===== config.mk =====
export PLATFORM = sky130hd
export DESIGN_NAME = psr_top
export DESIGN_NICKNAME = d
export VERILOG_FILES = /design/src/hw/psr_pkg.sv /design/src/hw/psr_nvm.sv /design/src/hw/psr_top.sv
export SDC_FILE = /design/constraint.sdc
export NUM_CORES = 2
export LEC_CHECK = 0
export BUFFER_PORTS_ARGS = -buffer_cell sky130_fd_sc_hd__buf_2
export CAP_MARGIN = 20
export CORE_UTILIZATION = 35
export DETAILED_ROUTE_END_ITERATION = 8
export SKIP_LAST_GASP = 1
export SYNTH_ARGS = -nofsm -noshare
export SYNTH_HDL_FRONTEND = slang
export SYNTH_SLANG_ARGS = --single-unit
export TNS_END_PERCENT = 10

===== constraint.sdc =====
create_clock -name CLK -period 4.4 [get_ports CLK]
set_input_delay 0.88 -clock CLK [delete_from_list [all_inputs] [get_ports CLK]]
set_output_delay 0.88 -clock CLK [all_outputs]
set_load 0.05 [all_outputs]

===== src/hw/psr_pkg.sv =====
// How it works
// - save word starts saving that category
// - finished save overwrites command with one
// - subindex 1..6: all,comm,appl,cust,drive,tuning
// - discard word erases that category
// - discard all spares tuning category
// - after erase the device restarts itself
// - tuning erased only by subindex six
// - marker takes date/time; saved by all
// - savable writes clear marker, except exemptions
// - stored objects reload at reset
// - whole categories only; uncategorised never stored
package psr_pkg;
  localparam logic [31:0] SAVE_WORD    = 32'h65766173;
  localparam logic [31:0] DISCARD_WORD = 32'h64616f6c;
  localparam logic [31:0] DONE_WORD    = 32'h00000001;
  localparam int          NUM_CAT      = 6;
  // register word addresses (byte address = 4 * index)
  localparam logic [5:0] ADR_SAVE_BASE = 6'h00; // 0x00..0x05 save sub 1..6
  localparam logic [5:0] ADR_DISC_BASE = 6'h08; // 0x08..0x0d discard sub 1..6
  localparam logic [5:0] ADR_MARK_DATE = 6'h10;
  localparam logic [5:0] ADR_MARK_TIME = 6'h11;
  localparam logic [5:0] ADR_OBJ_BASE  = 6'h18; // 0x18..0x1d savable object per category
  localparam logic [5:0] ADR_OBJ_NOCAT = 6'h1e; // uncategorised object
  localparam logic [5:0] ADR_STATUS    = 6'h20;
  localparam logic [5:0] ADR_MASK      = 6'h21;
  localparam logic [5:0] ADR_STATE     = 6'h22;
  // status bit positions
  localparam int ST_SAVE_DONE = 0;
  localparam int ST_DISC_DONE = 1;
  localparam int ST_REJECT    = 2;
  localparam int ST_RESTART   = 3;
  localparam logic [3:0] MASK_RST = 4'h0;
  // timing: one nvm step per save or discard, whatever the number of categories
  localparam int NVM_STEP_NS  = 1000;
  localparam int CLK_NS       = 20;
  localparam int NVM_STEP_CYC = (NVM_STEP_NS + CLK_NS - 1) / CLK_NS;
  localparam int RESTART_CYC  = 4;
  typedef enum logic [2:0] {
    ST_IDLE = 3'b000, ST_LOAD = 3'b001, ST_SAVE = 3'b011,
    ST_ERASE = 3'b010, ST_DONE = 3'b110, ST_RESTART_S = 3'b111
  } psr_state_t;
  typedef struct packed {
    logic        wr;
    logic        rd;
    logic [5:0]  adr;
    logic [31:0] wdata;
  } psr_req_t;
endpackage : psr_pkg


===== src/hw/psr_nvm.sv =====
`timescale 1ns/1ps
// nonvolatile image: one word per category plus marker pair
module psr_nvm #(
  parameter int NCAT = 6
) (
  // clock and reset
  input  wire logic              clk,
  input  wire logic              rstn,
  // step control
  input  wire logic              start,
  input  wire logic              erase,
  input  wire logic [NCAT-1:0]   cat_sel,
  input  wire logic [NCAT*32-1:0] live,
  input  wire logic [63:0]       mark_live,
  // results
  output logic                   busy,
  output logic [NCAT*32-1:0]     image,
  output logic [NCAT-1:0]        image_ok,
  output logic [63:0]            mark_image
);
  logic [15:0]        cnt_r, cnt_nxt;
  logic               busy_r, busy_nxt;
  logic               erase_r, erase_nxt;
  logic [NCAT-1:0]    sel_r, sel_nxt;
  logic [NCAT*32-1:0] img_r, img_nxt;
  logic [NCAT-1:0]    ok_r, ok_nxt;
  logic [63:0]        mk_r, mk_nxt;

  // nvm content does not reset: it survives reset and restart
  always_comb begin
    cnt_nxt   = cnt_r;
    busy_nxt  = busy_r;
    erase_nxt = erase_r;
    sel_nxt   = sel_r;
    img_nxt   = img_r;
    ok_nxt    = ok_r;
    mk_nxt    = mk_r;
    if (start && !busy_r) begin
      busy_nxt  = 1'b1;
      erase_nxt = erase;
      sel_nxt   = cat_sel;
      cnt_nxt   = 16'(psr_pkg::NVM_STEP_CYC);
    end else if (busy_r) begin
      if (cnt_r == 16'h0001) begin
        busy_nxt = 1'b0;
        // whole categories only
        for (int i = 0; i < NCAT; i++) begin
          if (sel_r[i]) begin
            img_nxt[i*32 +: 32] = erase_r ? 32'h0 : live[i*32 +: 32];
            ok_nxt[i]           = !erase_r;
          end
        end
        // marker stored with a full save
        if (!erase_r && &sel_r) mk_nxt = mark_live;
      end else begin
        cnt_nxt = cnt_r - 16'h0001;
      end
    end
  end

  always_ff @(posedge clk or negedge rstn) begin
    if (!rstn) begin
      cnt_r   <= 16'h0;
      busy_r  <= 1'b0;
      erase_r <= 1'b0;
      sel_r   <= '0;
    end else begin
      cnt_r   <= cnt_nxt;
      busy_r  <= busy_nxt;
      erase_r <= erase_nxt;
      sel_r   <= sel_nxt;
    end
  end

  always_ff @(posedge clk) begin
    img_r <= img_nxt;
    ok_r  <= ok_nxt;
    mk_r  <= mk_nxt;
  end

  assign busy       = busy_r;
  assign image      = img_r;
  assign image_ok   = ok_r;
  assign mark_image = mk_r;
endmodule : psr_nvm


===== src/hw/psr_top.sv =====
`timescale 1ns/1ps
module psr_top (
  // clock and reset
  input  wire logic        CLK,
  input  wire logic        RSTN,
  // avalon-mm slave
  input  wire logic [7:0]  AVS_ADDRESS,
  input  wire logic        AVS_READ,
  input  wire logic        AVS_WRITE,
  input  wire logic [31:0] AVS_WRITEDATA,
  input  wire logic [3:0]  AVS_BYTEENABLE,
  output logic [31:0]      AVS_READDATA,
  output logic             AVS_WAITREQUEST,
  output logic [1:0]       AVS_RESPONSE,
  // system
  output logic             IRQ,
  output logic             RESTART_REQ
);
  localparam int NC = psr_pkg::NUM_CAT;

  psr_pkg::psr_req_t   req;
  psr_pkg::psr_state_t st_r, st_nxt;
  logic               ack_r, ack_nxt;
  logic [31:0]        rdata_r, rdata_nxt;
  logic [1:0]         resp_r, resp_nxt;
  logic [NC*32-1:0]   cmd_r, cmd_nxt;      // save subindex words
  logic [NC*32-1:0]   dcmd_r, dcmd_nxt;    // discard subindex words
  logic [NC*32-1:0]   obj_r, obj_nxt;      // live savable objects
  logic [31:0]        nocat_r, nocat_nxt;
  logic [63:0]        mark_r, mark_nxt;
  logic [3:0]         stat_r, stat_nxt;
  logic [3:0]         mask_r, mask_nxt;
  logic [2:0]         sub_r, sub_nxt;      // subindex of running op
  logic               erase_r, erase_nxt;
  logic [3:0]         rcnt_r, rcnt_nxt;
  logic               nvm_start;
  logic               nvm_busy;
  logic [NC-1:0]      nvm_sel;
  logic [NC*32-1:0]   nvm_img;
  logic [NC-1:0]      nvm_ok;
  logic [63:0]        nvm_mark;
  logic [5:0]         widx;
  logic               acc;

  assign req.wr    = AVS_WRITE;
  assign req.rd    = AVS_READ;
  assign req.adr   = AVS_ADDRESS[7:2];
  assign req.wdata = AVS_WRITEDATA;
  assign acc       = (req.wr || req.rd) && !ack_r;
  assign widx      = req.adr;

  // categories touched by a subindex
  function automatic logic [NC-1:0] cat_mask(input logic [2:0] sub, input logic er);
    logic [NC-1:0] m;
    m = '0;
    // tuning sits in slot NC-2; slot NC-1 is spare and only a full save writes it
    if (sub == 3'd1) m = er ? {2'b00, {(NC-2){1'b1}}} : {NC{1'b1}};
    else if (sub >= 3'd2 && sub <= 3'd6) m[sub - 3'd2] = 1'b1;
    // subindex n>=2 is category n-2 in bit order comm..tuning
    return m;
  endfunction : cat_mask

  // bit i = subindex i+2 (comm..tuning); sub1 save covers all six slots, sub1 discard only the first four
  assign nvm_sel   = cat_mask(sub_r, erase_r);
  assign nvm_start = (st_r == psr_pkg::ST_SAVE) || (st_r == psr_pkg::ST_ERASE);

  psr_nvm #(.NCAT(NC - 1 + 1)) u_nvm (
    .clk        (CLK),
    .rstn       (RSTN),
    .start      (nvm_start),
    .erase      (erase_r),
    .cat_sel    (nvm_sel),
    .live       (obj_r),
    .mark_live  (mark_r),
    .busy       (nvm_busy),
    .image      (nvm_img),
    .image_ok   (nvm_ok),
    .mark_image (nvm_mark)
  );

  // bus, command and sequencing
  always_comb begin
    st_nxt    = st_r;
    ack_nxt   = 1'b0;
    rdata_nxt = rdata_r;
    resp_nxt  = 2'b00;
    cmd_nxt   = cmd_r;
    dcmd_nxt  = dcmd_r;
    obj_nxt   = obj_r;
    nocat_nxt = nocat_r;
    mark_nxt  = mark_r;
    stat_nxt  = stat_r;
    mask_nxt  = mask_r;
    sub_nxt   = sub_r;
    erase_nxt = erase_r;
    rcnt_nxt  = rcnt_r;
    unique case (st_r)
      psr_pkg::ST_LOAD: begin
        // reload stored objects after reset
        for (int i = 0; i < NC; i++)
          if (nvm_ok[i]) obj_nxt[i*32 +: 32] = nvm_img[i*32 +: 32];
        // spare slot valid means a full save stored the marker pair
        if (nvm_ok[NC-1]) mark_nxt = nvm_mark;
        st_nxt   = psr_pkg::ST_IDLE;
      end
      psr_pkg::ST_SAVE, psr_pkg::ST_ERASE: begin
        if (nvm_busy) st_nxt = psr_pkg::ST_DONE;
      end
      psr_pkg::ST_DONE: begin
        if (!nvm_busy) begin
          if (erase_r) begin
            stat_nxt[psr_pkg::ST_DISC_DONE] = 1'b1;
            stat_nxt[psr_pkg::ST_RESTART]   = 1'b1;
            rcnt_nxt = 4'(psr_pkg::RESTART_CYC);
            st_nxt   = psr_pkg::ST_RESTART_S;
          end else begin
            cmd_nxt[(32'(sub_r) - 1) * 32 +: 32] = psr_pkg::DONE_WORD;
            stat_nxt[psr_pkg::ST_SAVE_DONE] = 1'b1;
            st_nxt = psr_pkg::ST_IDLE;
          end
        end
      end
      psr_pkg::ST_RESTART_S: begin
        if (rcnt_r == 4'h1) st_nxt = psr_pkg::ST_LOAD;
        else rcnt_nxt = rcnt_r - 4'h1;
      end
      default: ;
    endcase
    if (acc) begin
      ack_nxt = 1'b1;
      if (req.rd) begin
        rdata_nxt = 32'h0;
        if (widx >= psr_pkg::ADR_SAVE_BASE && widx < psr_pkg::ADR_SAVE_BASE + 6'(NC))
          rdata_nxt = cmd_r[32'(widx - psr_pkg::ADR_SAVE_BASE) * 32 +: 32];
        else if (widx >= psr_pkg::ADR_DISC_BASE && widx < psr_pkg::ADR_DISC_BASE + 6'(NC))
          rdata_nxt = dcmd_r[32'(widx - psr_pkg::ADR_DISC_BASE) * 32 +: 32];
        else if (widx >= psr_pkg::ADR_OBJ_BASE && widx < psr_pkg::ADR_OBJ_BASE + 6'(NC))
          rdata_nxt = obj_r[32'(widx - psr_pkg::ADR_OBJ_BASE) * 32 +: 32];
        else if (widx == psr_pkg::ADR_OBJ_NOCAT) rdata_nxt = nocat_r;
        else if (widx == psr_pkg::ADR_MARK_DATE) rdata_nxt = mark_r[31:0];
        else if (widx == psr_pkg::ADR_MARK_TIME) rdata_nxt = mark_r[63:32];
        else if (widx == psr_pkg::ADR_STATUS) begin
          rdata_nxt = {28'h0, stat_r};
          stat_nxt  = 4'h0; // read clears
        end else if (widx == psr_pkg::ADR_MASK) rdata_nxt = {28'h0, mask_r};
        else if (widx == psr_pkg::ADR_STATE) rdata_nxt = {29'h0, st_r};
        else resp_nxt = 2'b10;
      end else begin
        if (widx >= psr_pkg::ADR_SAVE_BASE && widx < psr_pkg::ADR_SAVE_BASE + 6'(NC)) begin
          if (st_r != psr_pkg::ST_IDLE) begin
            stat_nxt[psr_pkg::ST_REJECT] = 1'b1;
          end else begin
            cmd_nxt[32'(widx - psr_pkg::ADR_SAVE_BASE) * 32 +: 32] = req.wdata;
            if (widx != psr_pkg::ADR_SAVE_BASE) mark_nxt = 64'h0;
            if (req.wdata == psr_pkg::SAVE_WORD) begin
              sub_nxt   = 3'(widx - psr_pkg::ADR_SAVE_BASE) + 3'd1;
              erase_nxt = 1'b0;
              st_nxt    = psr_pkg::ST_SAVE;
            end
          end
        end else if (widx >= psr_pkg::ADR_DISC_BASE
                     && widx < psr_pkg::ADR_DISC_BASE + 6'(NC)) begin
          if (st_r != psr_pkg::ST_IDLE) begin
            stat_nxt[psr_pkg::ST_REJECT] = 1'b1;
          end else begin
            dcmd_nxt[32'(widx - psr_pkg::ADR_DISC_BASE) * 32 +: 32] = req.wdata;
            if (req.wdata == psr_pkg::DISCARD_WORD) begin
              sub_nxt   = 3'(widx - psr_pkg::ADR_DISC_BASE) + 3'd1;
              erase_nxt = 1'b1;
              st_nxt    = psr_pkg::ST_ERASE;
            end
          end
        end else if (widx >= psr_pkg::ADR_OBJ_BASE
                     && widx < psr_pkg::ADR_OBJ_BASE + 6'(NC)) begin
          obj_nxt[32'(widx - psr_pkg::ADR_OBJ_BASE) * 32 +: 32] = req.wdata;
          mark_nxt = 64'h0;
        end else if (widx == psr_pkg::ADR_OBJ_NOCAT) nocat_nxt = req.wdata;
        else if (widx == psr_pkg::ADR_MARK_DATE) mark_nxt[31:0] = req.wdata;
        else if (widx == psr_pkg::ADR_MARK_TIME) mark_nxt[63:32] = req.wdata;
        else if (widx == psr_pkg::ADR_MASK) mask_nxt = req.wdata[3:0];
        else if (widx != psr_pkg::ADR_STATUS && widx != psr_pkg::ADR_STATE)
          resp_nxt = 2'b10;
      end
    end
    // events set after a clearing read: set wins
    if (st_r == psr_pkg::ST_DONE && !nvm_busy) begin
      if (erase_r) stat_nxt[psr_pkg::ST_DISC_DONE] = 1'b1;
      if (erase_r) stat_nxt[psr_pkg::ST_RESTART] = 1'b1;
      if (!erase_r) stat_nxt[psr_pkg::ST_SAVE_DONE] = 1'b1;
    end
    if (acc && req.wr && st_r != psr_pkg::ST_IDLE
        && ((widx < psr_pkg::ADR_SAVE_BASE + 6'(NC))
            || (widx >= psr_pkg::ADR_DISC_BASE && widx < psr_pkg::ADR_DISC_BASE + 6'(NC))))
      stat_nxt[psr_pkg::ST_REJECT] = 1'b1;
  end

  always_ff @(posedge CLK or negedge RSTN) begin
    if (!RSTN) begin
      st_r    <= psr_pkg::ST_LOAD;
      ack_r   <= 1'b0;
      rdata_r <= 32'h0;
      resp_r  <= 2'b00;
      cmd_r   <= '0;
      dcmd_r  <= '0;
      obj_r   <= '0;
      nocat_r <= 32'h0;
      mark_r  <= 64'h0;
      stat_r  <= 4'h0;
      mask_r  <= psr_pkg::MASK_RST;
      sub_r   <= 3'h0;
      erase_r <= 1'b0;
      rcnt_r  <= 4'h0;
    end else begin
      st_r    <= st_nxt;
      ack_r   <= ack_nxt;
      rdata_r <= rdata_nxt;
      resp_r  <= resp_nxt;
      cmd_r   <= cmd_nxt;
      dcmd_r  <= dcmd_nxt;
      obj_r   <= obj_nxt;
      nocat_r <= nocat_nxt;
      mark_r  <= mark_nxt;
      stat_r  <= stat_nxt;
      mask_r  <= mask_nxt;
      sub_r   <= sub_nxt;
      erase_r <= erase_nxt;
      rcnt_r  <= rcnt_nxt;
    end
  end

  // answer one cycle after the request is seen
  assign AVS_WAITREQUEST = (AVS_READ || AVS_WRITE) && !ack_r;
  assign AVS_READDATA    = rdata_r;
  assign AVS_RESPONSE    = resp_r;
  assign IRQ             = |(stat_r & mask_r);
  assign RESTART_REQ     = (st_r == psr_pkg::ST_RESTART_S);
endmodule : psr_top


### Yosys cells after proc, flatten, opt, wreduce, memory -nomap -nowiden

Cells that the tools add are included.

| operators by class | value |
|---|---|
| $add $sub $neg | 13 |
| order comparisons | 10 |
| equality and inequality tests | 29 |
| shifts and indexed selects | 11 |
| multiplexer cells | 132 |
| bitwise gates (word level) | 10 |
| reduce and logical (&&, ||, !) cells | 46 |

Operator list:

| operator | number |
|---|---|
| $mux 192 | 13 |
| $bwmux 192 | 4 |
| $shift 32x34->192 const A | 4 |
| $mux 64 | 10 |
| $shiftx 32x34->192 | 3 |
| $mux 32 | 15 |
| $shiftx 192x33->32 | 2 |
| $shiftx 192x12->32 | 1 |
| $shiftx 32x34->192 const A | 1 |
| $neg 32->34 | 3 |
| $eq 32x31->1 const B | 2 |
| $mux 3 | 19 |
| $mux 4 | 13 |
| $mux 16 | 3 |
| $mux 2 | 23 |
| $neg 11->34 | 1 |
| $reduce_and 4->1 | 8 |
| $mux 1 | 26 |
| $eq 6x5->1 const B | 3 |
| $eq 6x6->1 const B | 3 |
| $mux 6 | 3 |
| $reduce_and 6->1 | 3 |
| $reduce_and 9->1 | 2 |
| $eq 16x1->1 const B | 1 |
| 43 further kinds | 85 |

| word-level totals | value |
|---|---|
| register bits | 1012 |
| bits of input ports | 48 |
| output and inout port bits | 37 |
| logic and storage cells | 283 |

### Logic depth before layout (Yosys ltp)

| logic depth | value |
|---|---|
| depth in word-level cells | 14 |
| gate-level depth with buffers | 19 |
| mapped depth without buffers | 12 |

### Cells and area by module

From an unflattened synthesis, not the netlist that was laid out.

| unflattened totals | value |
|---|---|
| cells, all modules | 4702 |
| area total of the unflattened synthesis | 48983.2 sq um |

By module, submodules not included:

| module | instances | cells an instance | area an instance (sq um) | sequential area each (sq um) |
|---|---|---|---|---|
| psr_top | 1 | 4099 | 38524.4 | 18143.7 |
| psr_nvm | 1 | 603 | 10458.8 | 8468.1 |

### Worst setup path before layout

Ideal clock, no wire load.

| timing | value |
|---|---|
| path kind | in2reg |
| start | input port AVS_ADDRESS[3] |
| end | register obj_r[100] |
| library setup time | 0.079 ns |
| arrival time | 4.618 ns |
| data required time | 4.321 ns |
| setup slack | -0.298 ns |
| stages on the path | 18 |
| path through | buf_2 -> buf_2 -> buf_1 -> inv_1 -> clkbuf_1 -> ha_1 -> buf_2 -> clkbuf_1 -> nand4_1 -> nand2b_1 -> ha_1 -> nor4bb_1 -> nand4_1 -> nor4_2 -> and4b_1 -> buf_2 -> buf_4 -> mux2i_1 |

| on the way | value |
|---|---|
| word-level cells in the longest chain between the ends | 9 |
| elaborated cells on any way between the ends | 19 |
| classes of those cells | add/sub (2); order compare (6); shift (2); mux (6); reduce/logical (3) |

RTL lines:

| element | line | text |
|---|---|---|
| start, declared | psr_top.sv:7 | `input wire logic [7:0] AVS_ADDRESS,` |
| $sub 6x5->7 | psr_top.sv:175 | `obj_nxt[32'(widx - psr_pkg::ADR_OBJ_BASE) * 32 +: 32] = req.wdata;` |
| $neg 32->34 | psr_top.sv:175 |  |
| $shiftx 32x34->192 / $shift 32x34->192 (equally long branches) | psr_top.sv:175 |  |
| $bwmux 192 | psr_top.sv:175 |  |
| $mux 192 | psr_top.sv:173 | `end else if (widx >= psr_pkg::ADR_OBJ_BASE` |
| $mux 192 | psr_top.sv:161 | `end else if (widx >= psr_pkg::ADR_DISC_BASE` |
| $mux 192 * | psr_top.sv:149 | `if (widx >= psr_pkg::ADR_SAVE_BASE && widx < psr_pkg::ADR_SAVE_BASE + 6'(NC)) begin` |
| $mux 192 * | psr_top.sv:131 | `if (req.rd) begin` |
| $mux 192 * | psr_top.sv:129 | `if (acc) begin` |
| net obj_nxt[100] | psr_top.sv:28 | `logic [NC*32-1:0] obj_r, obj_nxt;` |
| end signal, assigned | psr_top.sv:220 | `obj_r <= obj_nxt;` |
| end, declared | psr_top.sv:28 |  |

The timed path passes the listed nets; every way through them passes the cells marked *.
A chain may end at the register's enable or synchronous reset.

### Final worst setup path

| timing | value |
|---|---|
| start | input port AVS_ADDRESS[6] |
| end | register dcmd_r[129] |

| on the way | value |
|---|---|
| word-level cells in the longest chain between the ends | 4 |
| elaborated cells on any way between the ends | 13 |
| classes of those cells | add/sub (2); order compare (4); shift (2); mux (1); bitwise (1); reduce/logical (3) |

RTL lines:

| element | line | text |
|---|---|---|
| $sub 6x4->7 (tied with other cells) | psr_top.sv:166 | `dcmd_nxt[32'(widx - psr_pkg::ADR_DISC_BASE) * 32 +: 32] = req.wdata;` |
| $neg 32->34 / $logic_and 1x1->1 (equally long branches) | psr_top.sv:166, psr_top.sv:149 |  |
| $shiftx 32x34->192 (tied with other cells) | psr_top.sv:166 |  |
| $bwmux 192 / $reduce_and 5->1 (equally long branches) | n/a |  |
| end signal, assigned | psr_top.sv:219 | `dcmd_r <= dcmd_nxt;` |
| end, declared | psr_top.sv:27 | `logic [NC*32-1:0] dcmd_r, dcmd_nxt;` |

Parallel ways exist; a longest one is shown, timed or not.

==> qor.yml <==
route:
  vias_per_cell: 5.74
  routedWlPerCell_um: 26.3
  drc: 0
  drt_wl_total_um: 169000
  drt-pass1-iter-count: 6
  drtAntennaViolNets: 0
  vias: 36900
  first_iter_violations: 3655
synth:
  synthArstFlopShare_pct: 74.1
  ys_ff_latch: 1011
  syn_nets: 4567
  synth_area_um2: 50000
  avgSynthCellArea_um2: 11.2
  synth_edf_count: 262
  synthFlopType: "dfrtp_1"
  synth_top_cells_by_area: "dfrtp_1 (37%), edfxtp_1 (16%), mux2i_1 (13%), nand3_1 (3.5%), nand2_1 (3.4%)"
  synth_common_cells: "dfrtp_1 (748), mux2i_1 (660), nand2_1 (453)"
  synth.most_common_cell: "dfrtp_1"
  synth_top_cell_by_area: "dfrtp_1"
  synth.top_cell.area_share_pct: 37.5
  ys_types: 78
  yosys_warnings: 0
  syn_inst: 4480
  ys_seq_area_share_pct: 53.2
clocking:
  clk_latency_ns: 0.72
  cts_tree: "done"
  h-tree-depth: 3
  post_cts_buffers: 0
  cts.sinks: 1011
  cts.repair.resized: 0
  cts-root-buf: "clkbuf_16"
  ctsLongestPathBuffers: 3
  path_clk_slew_ns: 0.06
  cts_hold_buf: 0
  cts_buffers: 109
placed_design:
  port_buffers: 77
  hpwl_um: 107000
  gp_congestion: 0.885
  pre_cts_slack_ns: 0.163
setup_path:
  r2r-start: "sub_r[0]"
  cp-startpoint: "AVS_ADDRESS[6]"
  startpoint_type: "input port"
  worst_ep_required_time_ns: 4.98
  setup.reg_to_reg.worst_slack_ns: 1.00
  cp_cell_sequence: "buf_2 > inv_1 > ha_1 > ha_1 > nand4_1 > ha_1 > nor4bb_1 > nand4_1 > a2111oi_4 > buf_4 > nand3_2 > buf_12 > mux2_2"
  crit_slowest_cell: "ha_1"
  critPathKind: "in2reg"
  path_buf_inv: 4
  cp_top_family: "adder cells"
  crit_top_cell: "ha_1"
  critPathMaxStageDelay_ns: 0.43
  arrival_ns: 4.13
  cp_max_fo: 23
  end_kind: "flop"
run_status:
  status: "finished, final reports clean"
run:
  cap_violations: 0
timing:
  max_clock_freq_mhz: 282
  fin_tns_setup_ns: 0
  drv_slew: 0
  min_period_ns: 3.55
  hold_viol: 0
  min_period_over_period_pct: 80.6
  fin_skew_ns: 0.0213
  final-setup-viol-count: 0
  worstMarginPinSlew_ns: 1.31
  rsz0062_at_grt: "false"
  relSlewSlack_pct: 12.9
  timing.final.ws_setup_ns: 0.855
power:
  leakage_nw: 23.4
  ir_drop_mv: 0.357
  power.density_nw_per_um2: 365
floorplan:
  die-width_um: 380
  die_h_um: 380
  io_pins: 85
  die-area_um2: 144000
  coreArea_um2: 142000
  start_util_pct: 35.3
  std_cell_rows: 138
global_routing:
  grt_pass1_wl_um: 250000
  grt_max_degree: 175
  grt_pass1_vias: 36200
  grt.overflow.total: 0
  antenna_found_initial: 13
  grt_use_total_pct: 23.0
final_layout:
  nNetsFinal: 4535
  final_layout_size_suffix_gt1_share_pct: 15.8
  areaGrowthSynthToFinish_pct: 13.5
  fin_util_pct: 40.1
  fillers: 13600
hold_path:
  hold_class: "in2async"
-- path summary, 6_finish.rpt --
kind,end,depth (start not counted)
min in group CLK,u_nvm.mark_image[58],0
max,dcmd_r[129],13
min,u_nvm.cnt_r[7],1
min reg2reg,u_nvm.mark_image[58],0
max in group asynchronous,cmd_r[82],2
max reg2reg,cmd_r[96],10
-- per-layer routing --
layer | share of wire, % | wire [µm] | global-route usage [%]
met5 | 0.063 | 107 | 0
met4 | 3.5 | 5940 | 7.39
met3 | 8.5 | 14300 | 4.40
met2 | 46 | 78000 | 36.5
met1 | 42 | 70900 | 31.8
-- final cells by class --
class | count | area [µm²] | share of cell area, %
diodes | 2 | 5.00 | 0.00882
clock buffers | 167 | 3200 | 5.63
clock inverters | 39 | 389 | 0.686
inverters | 136 | 510 | 0.900
multi-input cells | 2917 | 21300 | 37.6
flip-flops and latches | 1011 | 26600 | 46.9
well taps | 1890 | 2360 | 4.17
repair buffers | 273 | 2320 | 4.09
-- placed cells by master, fill, tap and decap left out, types with 32 or more instances in the layout --
master,instances
buf_2,73
dfrtp_1,747
ha_1,39
nor2b_1,241
o31ai_1,37
mux4_2,68
clkbuf_16,110
clkbuf_1,34
buf_4,162
mux2_2,142
inv_1,136
edfxtp_1,262
nor2_1,139
a221oi_1,55
o21ai_0,301
nand3_1,347
mux2i_1,660
buf_12,35
a21oi_1,70
a22oi_1,32
nand2_1,453
-- registers in the layout, summed over array words and instances (netlist names), 6 cells and up --
signal,flops
u_nvm.image_ok,6
u_nvm.mark_image,64
nocat_r,32
AVS_READDATA,32
u_nvm.image,192
cmd_r,192
obj_r,192
u_nvm.cnt_r,16
dcmd_r,192
mark_r,64
u_nvm.sel_r,6
-- report_power, final --
part / switching, mW / internal (mW) / total, mW
Combinational: 1.25 / 0.414 / 1.67
Clock: 3.98 / 5.30 / 9.29
Sequential: 0.0898 / 9.67 / 9.76
Total: 5.33 / 15.4 / 20.7
-- stage by stage --
step / cells / hold WS, ns / power [mW] / cell area, µm²
global placement: 6226 / 0.448 / 11.6 / 53100
floorplan: 4480 / 0.438 / 10.7 / 50000
finish: 6435 / 0.0797 / 20.7 / 56700
detailed placement: 6227 / 0.453 / 11.6 / 53200
CTS: 6433 / 0.0682 / 20.8 / 56700
global route: 6433 / 0.0816 / 21.3 / 56700
-- kinds of logic after synthesis --
kind of cell | share of synthesized area [%]
buffers and inverters | 4.48
DFF | 53.2
and+or+nand+nor | 13.6
AOI/OAI and AO/OA | 7.65
adders and majority gates | 0.976
xor gates and xnor gates | 0.378
muxes | 19.6
other | 0.00750
Power figures use the tool's default switching activity.
